[src/dbeh_map.svh]
// register offsets, field positions and codes of the downstream error handler
`ifndef DBEH_MAP_SVH
`define DBEH_MAP_SVH
`define DBEH_OFF_CTRL     8'h00
`define DBEH_OFF_DEVSTAT  8'h04
`define DBEH_OFF_UNCSTAT  8'h08
`define DBEH_OFF_UNCMASK  8'h0C
`define DBEH_OFF_UNCSEV   8'h10
`define DBEH_OFF_CORSTAT  8'h14
`define DBEH_OFF_CORMASK  8'h18
`define DBEH_OFF_SECSTAT  8'h1C
`define DBEH_OFF_SECMASK  8'h20
`define DBEH_OFF_SECSEV   8'h24
`define DBEH_OFF_PTR      8'h28
`define DBEH_OFF_IMASK    8'h2C
`define DBEH_OFF_HDR      8'h30
`define DBEH_OFF_SHDR     8'h40
// control bits
`define DBEH_C_SEE   0
`define DBEH_C_FEN   1
`define DBEH_C_NFEN  2
`define DBEH_C_CEN   3
`define DBEH_C_PPER  4
`define DBEH_C_SPER  5
// device status bits
`define DBEH_D_COR   0
`define DBEH_D_NF    1
`define DBEH_D_FTL   2
`define DBEH_D_SSE   3
`define DBEH_D_DPE   4
`define DBEH_D_MDP   5
`define DBEH_D_SMDP  6
// uncorrectable, correctable and secondary fields
`define DBEH_U_POISONED_STATUS  0
`define DBEH_U_ECRC  1
`define DBEH_K_ANF   0
`define DBEH_S_PAD   0
`define DBEH_S_UDE   1
`define DBEH_P_SEC   8
// completion status codes
`define DBEH_CPL_SC  3'h0
`define DBEH_CPL_UR  3'h1
`define DBEH_CPL_CA  3'h4
`endif

[src/dbeh_pkg.sv]
// types of the downstream error handler
package dbeh_pkg;
  typedef enum logic [1:0] {MSG_COR = 2'b00, MSG_NF = 2'b01, MSG_FTL = 2'b11} dbeh_msg_t;
  typedef enum logic [1:0] {TRM_WRDE = 2'b00, TRM_MA = 2'b01, TRM_TA = 2'b10} dbeh_term_t;
  typedef enum logic {RD_IDLE = 1'b0, RD_FETCH = 1'b1} dbeh_rd_t;
endpackage

[src/dbeh_err_if.sv]
// one uncorrectable error source and its reporting verdict
`timescale 1ns/1ps
interface dbeh_err_if;
  logic hit;
  logic masked;
  logic sev_fatal;
  logic send_ftl;
  logic send_nf;
  logic det_ftl;
  logic det_nf;
  logic sserr;
  modport src (output hit, output masked, output sev_fatal,
               input send_ftl, input send_nf, input det_ftl, input det_nf, input sserr);
  modport act (input hit, input masked, input sev_fatal,
               output send_ftl, output send_nf, output det_ftl, output det_nf, output sserr);
endinterface

[src/dbeh_top.sv]
// downstream error handler: forwarding, status, header log, messages, completions
//
// Contract
// - poisoned payload forwarded with inverted parity
// - ECRC-errored request dropped, never forwarded
// - read data error gives successful poisoned completion
// - write error/master-abort UR, target-abort CA
// - advisory non-fatal sets correctable and advisory bits
// - unmasked advisory sets status, logs, correctable message
// - advisory poisoned unmasked: message, bits, log
// - advisory poisoned masked: no message, bits set
// - fatal poisoned: fatal message, bits, log, SSE
// - poison sets parity error, read master parity
// - parity pin on poisoned write: status, log
// - ECRC drop sets parity, ECRC status, log
// - ECRC message per severity, SSE, detected bit
// - read data error: status bits, drive parity pin
// - read data error: log and severity message
// - keep fetching, then poisoned successful completion
// - detected bits set regardless of report enables
//
// The APB interface to the registers and the register offsets were left to the implementer.
`timescale 1ns/1ps
`include "dbeh_map.svh"
module dbeh_top
(
  // clock and reset
  input  wire logic         pclk,
  input  wire logic         presetn,
  // apb slave
  input  wire logic         psel,
  input  wire logic         penable,
  input  wire logic         pwrite,
  input  wire logic [7:0]   paddr,
  input  wire logic [31:0]  pwdata,
  output logic [31:0]       prdata,
  output logic              pready,
  output logic              pslverr,
  // downstream events from the datapath
  input  wire logic         ev_poison,
  input  wire logic         ev_poison_cpl,
  input  wire logic         ev_ecrc,
  input  wire logic [127:0] ev_hdr,
  // pci data phase
  input  wire logic         dp_par,
  input  wire logic         dp_poison,
  input  wire logic         fwd_poison_wr,
  output logic              pci_par_out,
  output logic              fwd_drop,
  // immediate read
  input  wire logic         rd_start,
  input  wire logic         rd_err,
  input  wire logic         rd_end,
  // immediate non-posted termination
  input  wire logic         term_valid,
  input  wire logic [1:0]   term_kind,
  // completion to pcie
  output logic              cpl_valid,
  output logic [2:0]        cpl_status,
  output logic              cpl_poison,
  // error message to pcie
  output logic              msg_valid,
  output logic [1:0]        msg_code,
  // pci parity error pin
  input  wire logic         pci_parity_error_pin_in_n,
  output logic              pci_parity_error_pin_out_n,
  output logic              pci_parity_error_pin_oe_n,
  // interrupt
  output logic              irq
);
  // ****************************************************************
  // registers
  // ****************************************************************
  logic [5:0]   ctrl_r;
  logic [6:0]   devstat_r;
  logic [6:0]   imask_r;
  logic [1:0]   uncstat_r;
  logic [1:0]   uncmask_r;
  logic [1:0]   uncsev_r;
  logic         corstat_r;
  logic         cormask_r;
  logic [1:0]   secstat_r;
  logic [1:0]   secmask_r;
  logic [1:0]   secsev_r;
  logic         pvld_r;
  logic         pptr_r;
  logic         svld_r;
  logic         sptr_r;
  logic [31:0]  hdr_r [4];
  logic [31:0]  shdr_r [4];
  dbeh_pkg::dbeh_rd_t rd_st_r;
  logic         rd_pois_r;
  logic         perr_s;

  dbeh_sync2 u_sync
  (
    .pclk    (pclk),
    .presetn (presetn),
    .d       (pci_parity_error_pin_in_n),
    .q       (perr_s)
  );

  // ****************************************************************
  // apb decode
  // ****************************************************************
  wire        setup_w = psel & ~penable;
  wire        wr_w    = psel & penable & pready & pwrite;
  wire [31:0] w1_w    = pwdata;
  wire wr_ctrl  = wr_w & (paddr == `DBEH_OFF_CTRL);
  wire wr_dev   = wr_w & (paddr == `DBEH_OFF_DEVSTAT);
  wire wr_ust   = wr_w & (paddr == `DBEH_OFF_UNCSTAT);
  wire wr_umk   = wr_w & (paddr == `DBEH_OFF_UNCMASK);
  wire wr_usv   = wr_w & (paddr == `DBEH_OFF_UNCSEV);
  wire wr_cst   = wr_w & (paddr == `DBEH_OFF_CORSTAT);
  wire wr_cmk   = wr_w & (paddr == `DBEH_OFF_CORMASK);
  wire wr_sst   = wr_w & (paddr == `DBEH_OFF_SECSTAT);
  wire wr_smk   = wr_w & (paddr == `DBEH_OFF_SECMASK);
  wire wr_ssv   = wr_w & (paddr == `DBEH_OFF_SECSEV);
  wire wr_imk   = wr_w & (paddr == `DBEH_OFF_IMASK);
  wire hdr_hit  = (paddr[7:4] == `DBEH_OFF_HDR >> 4);
  wire shdr_hit = (paddr[7:4] == `DBEH_OFF_SHDR >> 4);
  logic [31:0] ptr_rd;
  logic [31:0] rd_mux;
  logic        rd_ok;
  always_comb
  begin
    rd_ok  = 1'b1;
    rd_mux = 32'h0;
    case (paddr)
      `DBEH_OFF_CTRL:    rd_mux = {26'h0, ctrl_r};
      `DBEH_OFF_DEVSTAT: rd_mux = {25'h0, devstat_r};
      `DBEH_OFF_UNCSTAT: rd_mux = {30'h0, uncstat_r};
      `DBEH_OFF_UNCMASK: rd_mux = {30'h0, uncmask_r};
      `DBEH_OFF_UNCSEV:  rd_mux = {30'h0, uncsev_r};
      `DBEH_OFF_CORSTAT: rd_mux = {31'h0, corstat_r};
      `DBEH_OFF_CORMASK: rd_mux = {31'h0, cormask_r};
      `DBEH_OFF_SECSTAT: rd_mux = {30'h0, secstat_r};
      `DBEH_OFF_SECMASK: rd_mux = {30'h0, secmask_r};
      `DBEH_OFF_SECSEV:  rd_mux = {30'h0, secsev_r};
      `DBEH_OFF_PTR:     rd_mux = ptr_rd;
      `DBEH_OFF_IMASK:   rd_mux = {25'h0, imask_r};
      default:
      begin
        rd_ok  = hdr_hit | shdr_hit;
        rd_mux = hdr_hit ? hdr_r[paddr[3:2]] : (shdr_hit ? shdr_r[paddr[3:2]] : 32'h0);
      end
    endcase
  end

  // ****************************************************************
  // error classification
  // ****************************************************************
  wire see   = ctrl_r[`DBEH_C_SEE];
  wire sper  = ctrl_r[`DBEH_C_SPER];
  wire adv   = ev_poison & ~uncsev_r[`DBEH_U_POISONED_STATUS];
  wire adv_u = adv & ~cormask_r;
  wire perr_ev = ~perr_s & fwd_poison_wr;
  // valid only while the logged status bit is still set
  wire pvalid = pvld_r & uncstat_r[pptr_r];
  wire svalid = svld_r & secstat_r[sptr_r];
  // a pointer field reads as zero while it is not valid
  assign ptr_rd = {22'h0, svalid, svalid & sptr_r, 6'h0, pvalid, pvalid & pptr_r};

  logic [2:0] hit_v;
  logic [2:0] msk_v;
  logic [2:0] sev_v;
  logic [2:0] sf_v;
  logic [2:0] snf_v;
  logic [2:0] df_v;
  logic [2:0] dnf_v;
  logic [2:0] sse_v;
  assign hit_v = {ev_poison & ~adv, rd_err, ev_ecrc};
  assign msk_v = {uncmask_r[`DBEH_U_POISONED_STATUS], secmask_r[`DBEH_S_UDE], uncmask_r[`DBEH_U_ECRC]};
  assign sev_v = {1'b1, secsev_r[`DBEH_S_UDE], uncsev_r[`DBEH_U_ECRC]};

  genvar gi;
  generate
    for (gi = 0; gi < 3; gi = gi + 1)
    begin : g_src
      dbeh_err_if eif ();
      assign eif.hit       = hit_v[gi];
      assign eif.masked    = msk_v[gi];
      assign eif.sev_fatal = sev_v[gi];
      assign sf_v[gi]      = eif.send_ftl;
      assign snf_v[gi]     = eif.send_nf;
      assign df_v[gi]      = eif.det_ftl;
      assign dnf_v[gi]     = eif.det_nf;
      assign sse_v[gi]     = eif.sserr;
      dbeh_err_act u_act
      (
        .see  (see),
        .fen  (ctrl_r[`DBEH_C_FEN]),
        .nfen (ctrl_r[`DBEH_C_NFEN]),
        .e    (eif.act)
      );
    end
  endgenerate

  wire send_cor = adv_u & ctrl_r[`DBEH_C_CEN];
  wire send_ftl = |sf_v;
  wire send_nf  = |snf_v;
  wire [6:0] dev_set;
  assign dev_set[`DBEH_D_COR]  = adv;
  assign dev_set[`DBEH_D_NF]   = |dnf_v;
  assign dev_set[`DBEH_D_FTL]  = |df_v;
  assign dev_set[`DBEH_D_SSE]  = |sse_v;
  assign dev_set[`DBEH_D_DPE]  = ev_poison | ev_ecrc | rd_err;
  assign dev_set[`DBEH_D_MDP]  = ev_poison & ev_poison_cpl & ctrl_r[`DBEH_C_PPER];
  assign dev_set[`DBEH_D_SMDP] = sper & (rd_err | perr_ev);
  wire [1:0] unc_set = {ev_ecrc, (ev_poison & ~adv) | adv_u};
  wire [1:0] sec_set = {rd_err, perr_ev};
  wire log_ecrc = ev_ecrc & ~uncmask_r[`DBEH_U_ECRC];
  wire log_pois = unc_set[`DBEH_U_POISONED_STATUS] & ev_poison & ~uncmask_r[`DBEH_U_POISONED_STATUS];
  wire log_pri  = (log_ecrc | log_pois) & ~pvalid;
  wire log_ude  = rd_err & ~secmask_r[`DBEH_S_UDE];
  wire log_pad  = perr_ev & ~secmask_r[`DBEH_S_PAD];
  wire log_sec  = (log_ude | log_pad) & ~svalid;

  // ****************************************************************
  // status and control registers
  // ****************************************************************
  always_ff @(posedge pclk or negedge presetn)
  begin
    if (!presetn)
    begin
      ctrl_r    <= 6'h00;
      devstat_r <= 7'h00;
      imask_r   <= 7'h00;
      uncstat_r <= 2'h0;
      uncmask_r <= 2'h0;
      uncsev_r  <= 2'h0;
      corstat_r <= 1'b0;
      cormask_r <= 1'b0;
      secstat_r <= 2'h0;
      secmask_r <= 2'h0;
      secsev_r  <= 2'h0;
    end
    else
    begin
      if (wr_ctrl) ctrl_r <= w1_w[5:0];
      if (wr_imk) imask_r <= w1_w[6:0];
      if (wr_umk) uncmask_r <= w1_w[1:0];
      if (wr_usv) uncsev_r <= w1_w[1:0];
      if (wr_cmk) cormask_r <= w1_w[0];
      if (wr_smk) secmask_r <= w1_w[1:0];
      if (wr_ssv) secsev_r <= w1_w[1:0];
      // set wins over a write-one clear in the same cycle
      devstat_r <= (devstat_r & ~(w1_w[6:0] & {7{wr_dev}})) | dev_set;
      uncstat_r <= (uncstat_r & ~(w1_w[1:0] & {2{wr_ust}})) | unc_set;
      corstat_r <= (corstat_r & ~(w1_w[0] & wr_cst)) | adv;
      secstat_r <= (secstat_r & ~(w1_w[1:0] & {2{wr_sst}})) | sec_set;
    end
  end

  // ****************************************************************
  // header logs and first-error pointers
  // ****************************************************************
  always_ff @(posedge pclk or negedge presetn)
  begin
    if (!presetn)
    begin
      pvld_r <= 1'b0;
      pptr_r <= 1'b0;
      svld_r <= 1'b0;
      sptr_r <= 1'b0;
    end
    else
    begin
      if (log_pri)
      begin
        pvld_r <= 1'b1;
        pptr_r <= log_ecrc ? 1'b1 : 1'b0;
      end
      else if (!pvalid) pvld_r <= 1'b0;
      if (log_sec)
      begin
        svld_r <= 1'b1;
        sptr_r <= log_ude ? 1'b1 : 1'b0;
      end
      else if (!svalid) svld_r <= 1'b0;
    end
  end

  generate
    for (gi = 0; gi < 4; gi = gi + 1)
    begin : g_hdr
      always_ff @(posedge pclk or negedge presetn)
      begin
        if (!presetn)
        begin
          hdr_r[gi]  <= 32'h0;
          shdr_r[gi] <= 32'h0;
        end
        else
        begin
          if (log_pri) hdr_r[gi] <= ev_hdr[32*gi +: 32];
          if (log_sec) shdr_r[gi] <= ev_hdr[32*gi +: 32];
        end
      end
    end
  endgenerate

  // ****************************************************************
  // immediate read tracking
  // ****************************************************************
  wire rd_done = (rd_st_r == dbeh_pkg::RD_FETCH) & rd_end;
  always_ff @(posedge pclk or negedge presetn)
  begin
    if (!presetn)
    begin
      rd_st_r   <= dbeh_pkg::RD_IDLE;
      rd_pois_r <= 1'b0;
    end
    else
    begin
      case (rd_st_r)
        dbeh_pkg::RD_IDLE:
        begin
          rd_pois_r <= 1'b0;
          if (rd_start) rd_st_r <= dbeh_pkg::RD_FETCH;
        end
        dbeh_pkg::RD_FETCH:
        begin
          // a data error does not stop the fetch
          if (rd_err) rd_pois_r <= 1'b1;
          if (rd_end) rd_st_r <= dbeh_pkg::RD_IDLE;
        end
        default: rd_st_r <= dbeh_pkg::RD_IDLE;
      endcase
    end
  end

  wire [2:0] term_st = (term_kind == dbeh_pkg::TRM_TA) ? `DBEH_CPL_CA : `DBEH_CPL_UR;

  // ****************************************************************
  // outputs
  // ****************************************************************
  always_ff @(posedge pclk or negedge presetn)
  begin
    if (!presetn)
    begin
      prdata      <= 32'h0;
      pready      <= 1'b0;
      pslverr     <= 1'b0;
      pci_par_out <= 1'b0;
      fwd_drop    <= 1'b0;
      cpl_valid   <= 1'b0;
      cpl_status  <= `DBEH_CPL_SC;
      cpl_poison  <= 1'b0;
      msg_valid   <= 1'b0;
      msg_code    <= dbeh_pkg::MSG_COR;
      pci_parity_error_pin_out_n <= 1'b1;
      pci_parity_error_pin_oe_n  <= 1'b1;
      irq         <= 1'b0;
    end
    else
    begin
      pready <= 1'b1;
      if (setup_w)
      begin
        prdata  <= pwrite ? 32'h0 : rd_mux;
        pslverr <= ~rd_ok;
      end
      pci_par_out <= dp_par ^ dp_poison;
      fwd_drop    <= ev_ecrc;
      cpl_valid   <= rd_done | term_valid;
      cpl_status  <= rd_done ? `DBEH_CPL_SC : term_st;
      cpl_poison  <= rd_done & (rd_pois_r | rd_err);
      msg_valid   <= send_ftl | send_nf | send_cor;
      msg_code    <= send_ftl ? dbeh_pkg::MSG_FTL :
                     (send_nf ? dbeh_pkg::MSG_NF : dbeh_pkg::MSG_COR);
      pci_parity_error_pin_out_n <= 1'b0;
      pci_parity_error_pin_oe_n  <= ~(rd_err & sper);
      irq         <= |(devstat_r & imask_r);
    end
  end

  // ****************************************************************
  // assertions
  // ****************************************************************
  a_ecrc_drop: assert property (@(posedge pclk) disable iff (!presetn)
    ev_ecrc |=> fwd_drop && devstat_r[`DBEH_D_DPE] && uncstat_r[`DBEH_U_ECRC])
    else $error("ecrc request not dropped");
  a_par_invert: assert property (@(posedge pclk) disable iff (!presetn)
    dp_poison |=> pci_par_out == !$past(dp_par))
    else $error("poisoned parity not inverted");
  a_rd_poison: assert property (@(posedge pclk) disable iff (!presetn)
    (rd_done && (rd_pois_r || rd_err)) |=>
      cpl_valid && cpl_poison && cpl_status == `DBEH_CPL_SC)
    else $error("read error completion not poisoned");
  a_ta_status: assert property (@(posedge pclk) disable iff (!presetn)
    (term_valid && !rd_done) |=> cpl_valid &&
      (cpl_status == ($past(term_kind) == dbeh_pkg::TRM_TA ? `DBEH_CPL_CA : `DBEH_CPL_UR)))
    else $error("wrong termination status");
  a_adv_nomsg: assert property (@(posedge pclk) disable iff (!presetn)
    (adv && cormask_r && !ev_ecrc && !rd_err) |=> !msg_valid && corstat_r
      && devstat_r[`DBEH_D_COR])
    else $error("masked advisory sent a message");
  a_perr_drive: assert property (@(posedge pclk) disable iff (!presetn)
    (rd_err && sper) |=> !pci_parity_error_pin_oe_n ##1
      (devstat_r[`DBEH_D_SMDP] || $past(wr_dev)))
    else $error("parity pin not driven");
  a_fatal_det: assert property (@(posedge pclk) disable iff (!presetn)
    (ev_poison && uncsev_r[`DBEH_U_POISONED_STATUS]) |=> devstat_r[`DBEH_D_FTL]
      && uncstat_r[`DBEH_U_POISONED_STATUS] && devstat_r[`DBEH_D_DPE])
    else $error("fatal detected bit not set");
  a_ptr_hold: assert property (@(posedge pclk) disable iff (!presetn)
    (pvalid && !wr_ust) |=> $stable(hdr_r[0]) && $stable(pptr_r))
    else $error("header log overwritten");
endmodule

[src/dbeh_sync2.sv]
// two-flop synchroniser for a pin level
`timescale 1ns/1ps
module dbeh_sync2
(
  // clock and reset
  input  wire logic pclk,
  input  wire logic presetn,
  // level
  input  wire logic d,
  output logic      q
);
  logic meta_r;
  always_ff @(posedge pclk or negedge presetn)
  begin
    if (!presetn)
    begin
      meta_r <= 1'b1;
      q      <= 1'b1;
    end
    else
    begin
      meta_r <= d;
      q      <= meta_r;
    end
  end
endmodule

[src/dbeh_err_act.sv]
// message and detected-bit verdict for one uncorrectable error
`timescale 1ns/1ps
module dbeh_err_act
(
  // enables
  input  wire logic see,
  input  wire logic fen,
  input  wire logic nfen,
  // error source
  dbeh_err_if.act   e
);
  wire send_w = e.hit & ~e.masked;
  assign e.send_ftl = send_w & e.sev_fatal & (see | fen);
  assign e.send_nf  = send_w & ~e.sev_fatal & (see | nfen);
  assign e.det_ftl  = e.hit & e.sev_fatal;
  assign e.det_nf   = e.hit & ~e.sev_fatal;
  assign e.sserr    = see & (e.send_ftl | e.send_nf);
endmodule

[config.mk]
export PLATFORM = sky130hd
export DESIGN_NAME = dbeh_top
export DESIGN_NICKNAME = d
export VERILOG_FILES = /design/src/dbeh_pkg.sv /design/src/dbeh_err_if.sv /design/src/dbeh_top.sv /design/src/dbeh_sync2.sv /design/src/dbeh_err_act.sv
export VERILOG_INCLUDE_DIRS = /design/src
export SDC_FILE = /design/constraint.sdc
export NUM_CORES = 1
export LEC_CHECK = 0
export ABC_AREA = 1
export BUFFER_PORTS_ARGS = -buffer_cell sky130_fd_sc_hd__buf_4
export CORE_MARGIN = 2
export CORE_UTILIZATION = 62
export DETAILED_ROUTE_END_ITERATION = 10
export PLACE_DENSITY = 0.94
export SLEW_MARGIN = 20
export SYNTH_ARGS = -nofsm -noshare
export SYNTH_HDL_FRONTEND = slang
export SYNTH_HIERARCHICAL = 1
export SYNTH_SLANG_ARGS = --single-unit
export TNS_END_PERCENT = 50
[constraint.sdc]
create_clock -name pclk -period 2.3 [get_ports pclk]
set_input_delay 0.46 -clock pclk [delete_from_list [all_inputs] [get_ports pclk]]
set_output_delay 0.46 -clock pclk [all_outputs]
set_load 0.05 [all_outputs]
==> metrics.csv <==
metric,value,unit
track_usage,34.7,%
gp_congestion,0.896,
clk_latency,0.52,ns
fin_nets,2298,
drtIter0Drc,1634,
start_kind,register,
postSynthCellCount,1921,
hold_viol_final,0,
slew_viol_final,0,
critical_path_buf_inv_count,2,
synth_warnings,6,
core,25000,sq um
drv_cap,0,
postCtsSetupRepairBufs,0,
ctsRootBufferMaster,clkbuf_16,
cellPowerDensity,1050,nW/um^2
fillers,1651,
drc,0,
multiInputGateArea,5830,sq um
syn_area_per_cell,8.17,sq um
ys_ff_latch,344,
portBuffers,206,
synthDistinctLibCells,42,
path_max_fanout,63,
tns,0,ns
die-area,26600,sq um
seqCellArea,8610,sq um
worstMarginPinSlew,0.789,ns
first_pass_iters,6,
htree_levels,2,
slowest_stage,dfrtp_1,
crit_family,compound AO/OA/AOI/OAI gates,
fp.dieH,163,microns
irDropWorstVdd,866,uV
hpwl,28700,microns
cts_sinks,344,
cts_tree,done,
r2r_start,cormask_r$_DFFE_PN0P_,
fin_hold_ws,0.0492,ns
skew,0.0192,ns
grt_overflow,0,
synthesis.area,15700,sq um
async_flop_share,100,%
power_frac_seq,47.2,%
critPathLaunch,cormask_r$_DFFE_PN0P_,
synth_edf_count,0,
slowest_delay,0.39,ns
fin_crit_sh,77.8,%
p_sw,6.39,mW
period_needed,1.79,ns
outcome,"complete, no violations",
ys_seq_area_share,54.9,%
crit_chain,"inv_1, o21ai_1, o22ai_2, nand2_8, buf_12, o21ai_0",
hold_path_class,primary input to register,
sw_frac_of_total,32.1,%
hold_start,pci_parity_error_pin_in_n,
die_w,163,microns
syn_to_final_growth,20.4,%
p_leak,9.73,nW
ant_nets,0,
avgRoutedWirePerCell,18.4,microns
numCtsBuffers,37,
diodes,0,
finalNonFillerCells,2469,
clock_path_buffers,3,
setup_viol,0,
grt_pass1_wl,72800,microns
io_pins,233,
placed_cells,2402,
p_clk_share,31.2,%
rsz0062_at_grt,no,
clk_pin_slew,0.06,ns
grt_max_degree,78,
combPwrFrac,21.5,%
vias,14400,
end_kind,register,
totalWireLength,45400,microns
arrival,2.20,ns
via_per_inst,5.85,
p_int,13.5,mW
drive_gt1_share,17.0,%
max_slew_margin,47.3,%
max_freq,0.559,GHz
crit_required,2.71,ns
start_util,62.7,%
synth_ff_type,dfrtp_1,
antenna_found_initial,0,
num_rows,58,
grt_pass1_vias,14600,
path_class,register to register,
==> synth_stat cells, drive strengths merged (2+ instances only) <==
library cell	count	area (sq um)
clkinv	3	12.5
o21ai	354	1810
nand2	664	2540
o31a	23	201
dfrtp	340	8510
dfstp	4	105
conb	2	7.51
o31ai	2	15.0
buf	70	425
nand4	33	206
o21a	2	15.0
o22ai	7	56.3
inv	199	754
clkbuf	28	109
nand3	34	170
nor3	6	30.0
nor2	133	599
a21oi	7	35.0
or2	2	12.5
a22o	2	17.5
==> final timing paths <==
kind | endpoint | slack, ns | cells past startpoint
worst max-delay path | hdr_r[57]$_DFFE_PN0P_ | 0.51 | 6
worst min-delay path | u_sync/meta_r$_DFF_PN1_ | 0.05 | 1
worst max register to register | hdr_r[57]$_DFFE_PN0P_ | 0.51 | 6
worst min register to register | u_sync/q$_DFF_PN1_ | 0.36 | 0
max in group asynchronous | hdr_r[35]$_DFFE_PN0P_ | 1.03 | 3
min in group asynchronous | hdr_r[116]$_DFFE_PN0P_ | 0.48 | 2
==> through the flow <==
stage | area [sq um] | utilization (%) | setup WS [ns] | total power, mW
after floorplan | 15700 | - | 0.821 | 12.0
after global placement | 17600 | 70.3 | 0.351 | 13.2
after detailed placement | 17600 | 70.3 | 0.317 | 13.6
after CTS | 18900 | 75.4 | 0.531 | 19.9
after global routing | 18900 | 75.4 | 0.397 | 21.0
final | 18900 | 75.4 | 0.511 | 19.9
==> flip-flops by register name (all words and copies together) (netlist names), 6 cells and up <==
signal     cells
devstat_r      7
shdr_r       128
prdata        32
imask_r        7
hdr_r        128
ctrl_r         6
==> cell families after synthesis <==
kind of cell           after synthesis  share of synthesized area, %
AND/OR/NAND/NOR                    874                          22.7
AO/OA/AOI/OAI                      400                          13.9
flip-flops                         344                          54.9
buffers and inverters              300                          8.30
other                                2                        0.0479
XOR/XNOR                             1                        0.0558
==> final cells by class <==
| type | count | share of cell area (%) |
|---|---|---|
| Sequential cell | 344 | 45.6 |
| Multi-Input combinational cell | 1281 | 30.9 |
| Timing Repair Buffer | 246 | 10.5 |
| Clock buffer | 51 | 5.78 |
| Inverter | 202 | 4.06 |
| Tap cell | 330 | 2.19 |
| Clock inverter | 15 | 0.994 |
==> cell usage in the layout, fill, tap and decap left out, types with 2 or more instances in the layout <==
master / netlist / routed
a21oi_1: 7 / 7
a22o_1: 2 / 2
buf_12: 0 / 10
buf_4: 20 / 234
bufinv_16: 0 / 4
clkbuf_1: 25 / 5
clkbuf_16: 0 / 39
clkbuf_8: 0 / 7
clkinv_1: 2 / 2
clkinv_2: 1 / 9
conb_1: 2 / 6
dfrtp_1: 340 / 340
dfstp_2: 4 / 4
inv_1: 193 / 193
inv_2: 4 / 4
inv_6: 1 / 2
nand2_1: 652 / 651
nand2_2: 9 / 8
nand2_4: 3 / 3
nand2_8: 0 / 2
nand3_1: 34 / 34
nand4_1: 33 / 33
nor2_1: 116 / 115
nor2_2: 9 / 8
nor2_4: 6 / 8
nor2_8: 2 / 2
nor3_1: 6 / 6
o21a_1: 2 / 2
o21ai_0: 269 / 269
o21ai_1: 74 / 74
o21ai_2: 11 / 11
o22ai_1: 5 / 5
o22ai_2: 2 / 2
o31a_1: 23 / 23
o31ai_1: 2 / 2
==> repair_timing <==
| item | CTS | global route |
|---|---|---|
| endpoints found under the hold margin | 50 | 0 |
| hold buffers | 1 | 0 |
| resized for setup | 0 | 0 |
==> routing by layer <==
metal	vias to the layer above	routed length (microns)	global-route usage [%]
li1	6478	-	-
met1	6798	16300	43.9
met2	970	21900	57.2
met3	192	4860	7.01
met4	0	2300	17.5
met5	-	0	0
==> power by group through the flow <==
stage          clock (mW)  sequential, mW  combinational (mW)
2_1_floorplan           0            9.18                2.83
3_5_place_dp            0            9.38                4.17
5_1_grt              6.49            9.60                4.87
3_3_place_gp            0            9.26                3.89
6_report             6.22            9.41                4.29
4_1_cts              6.24            9.35                4.27
Note: power is estimated with default switching activity, not from simulation.
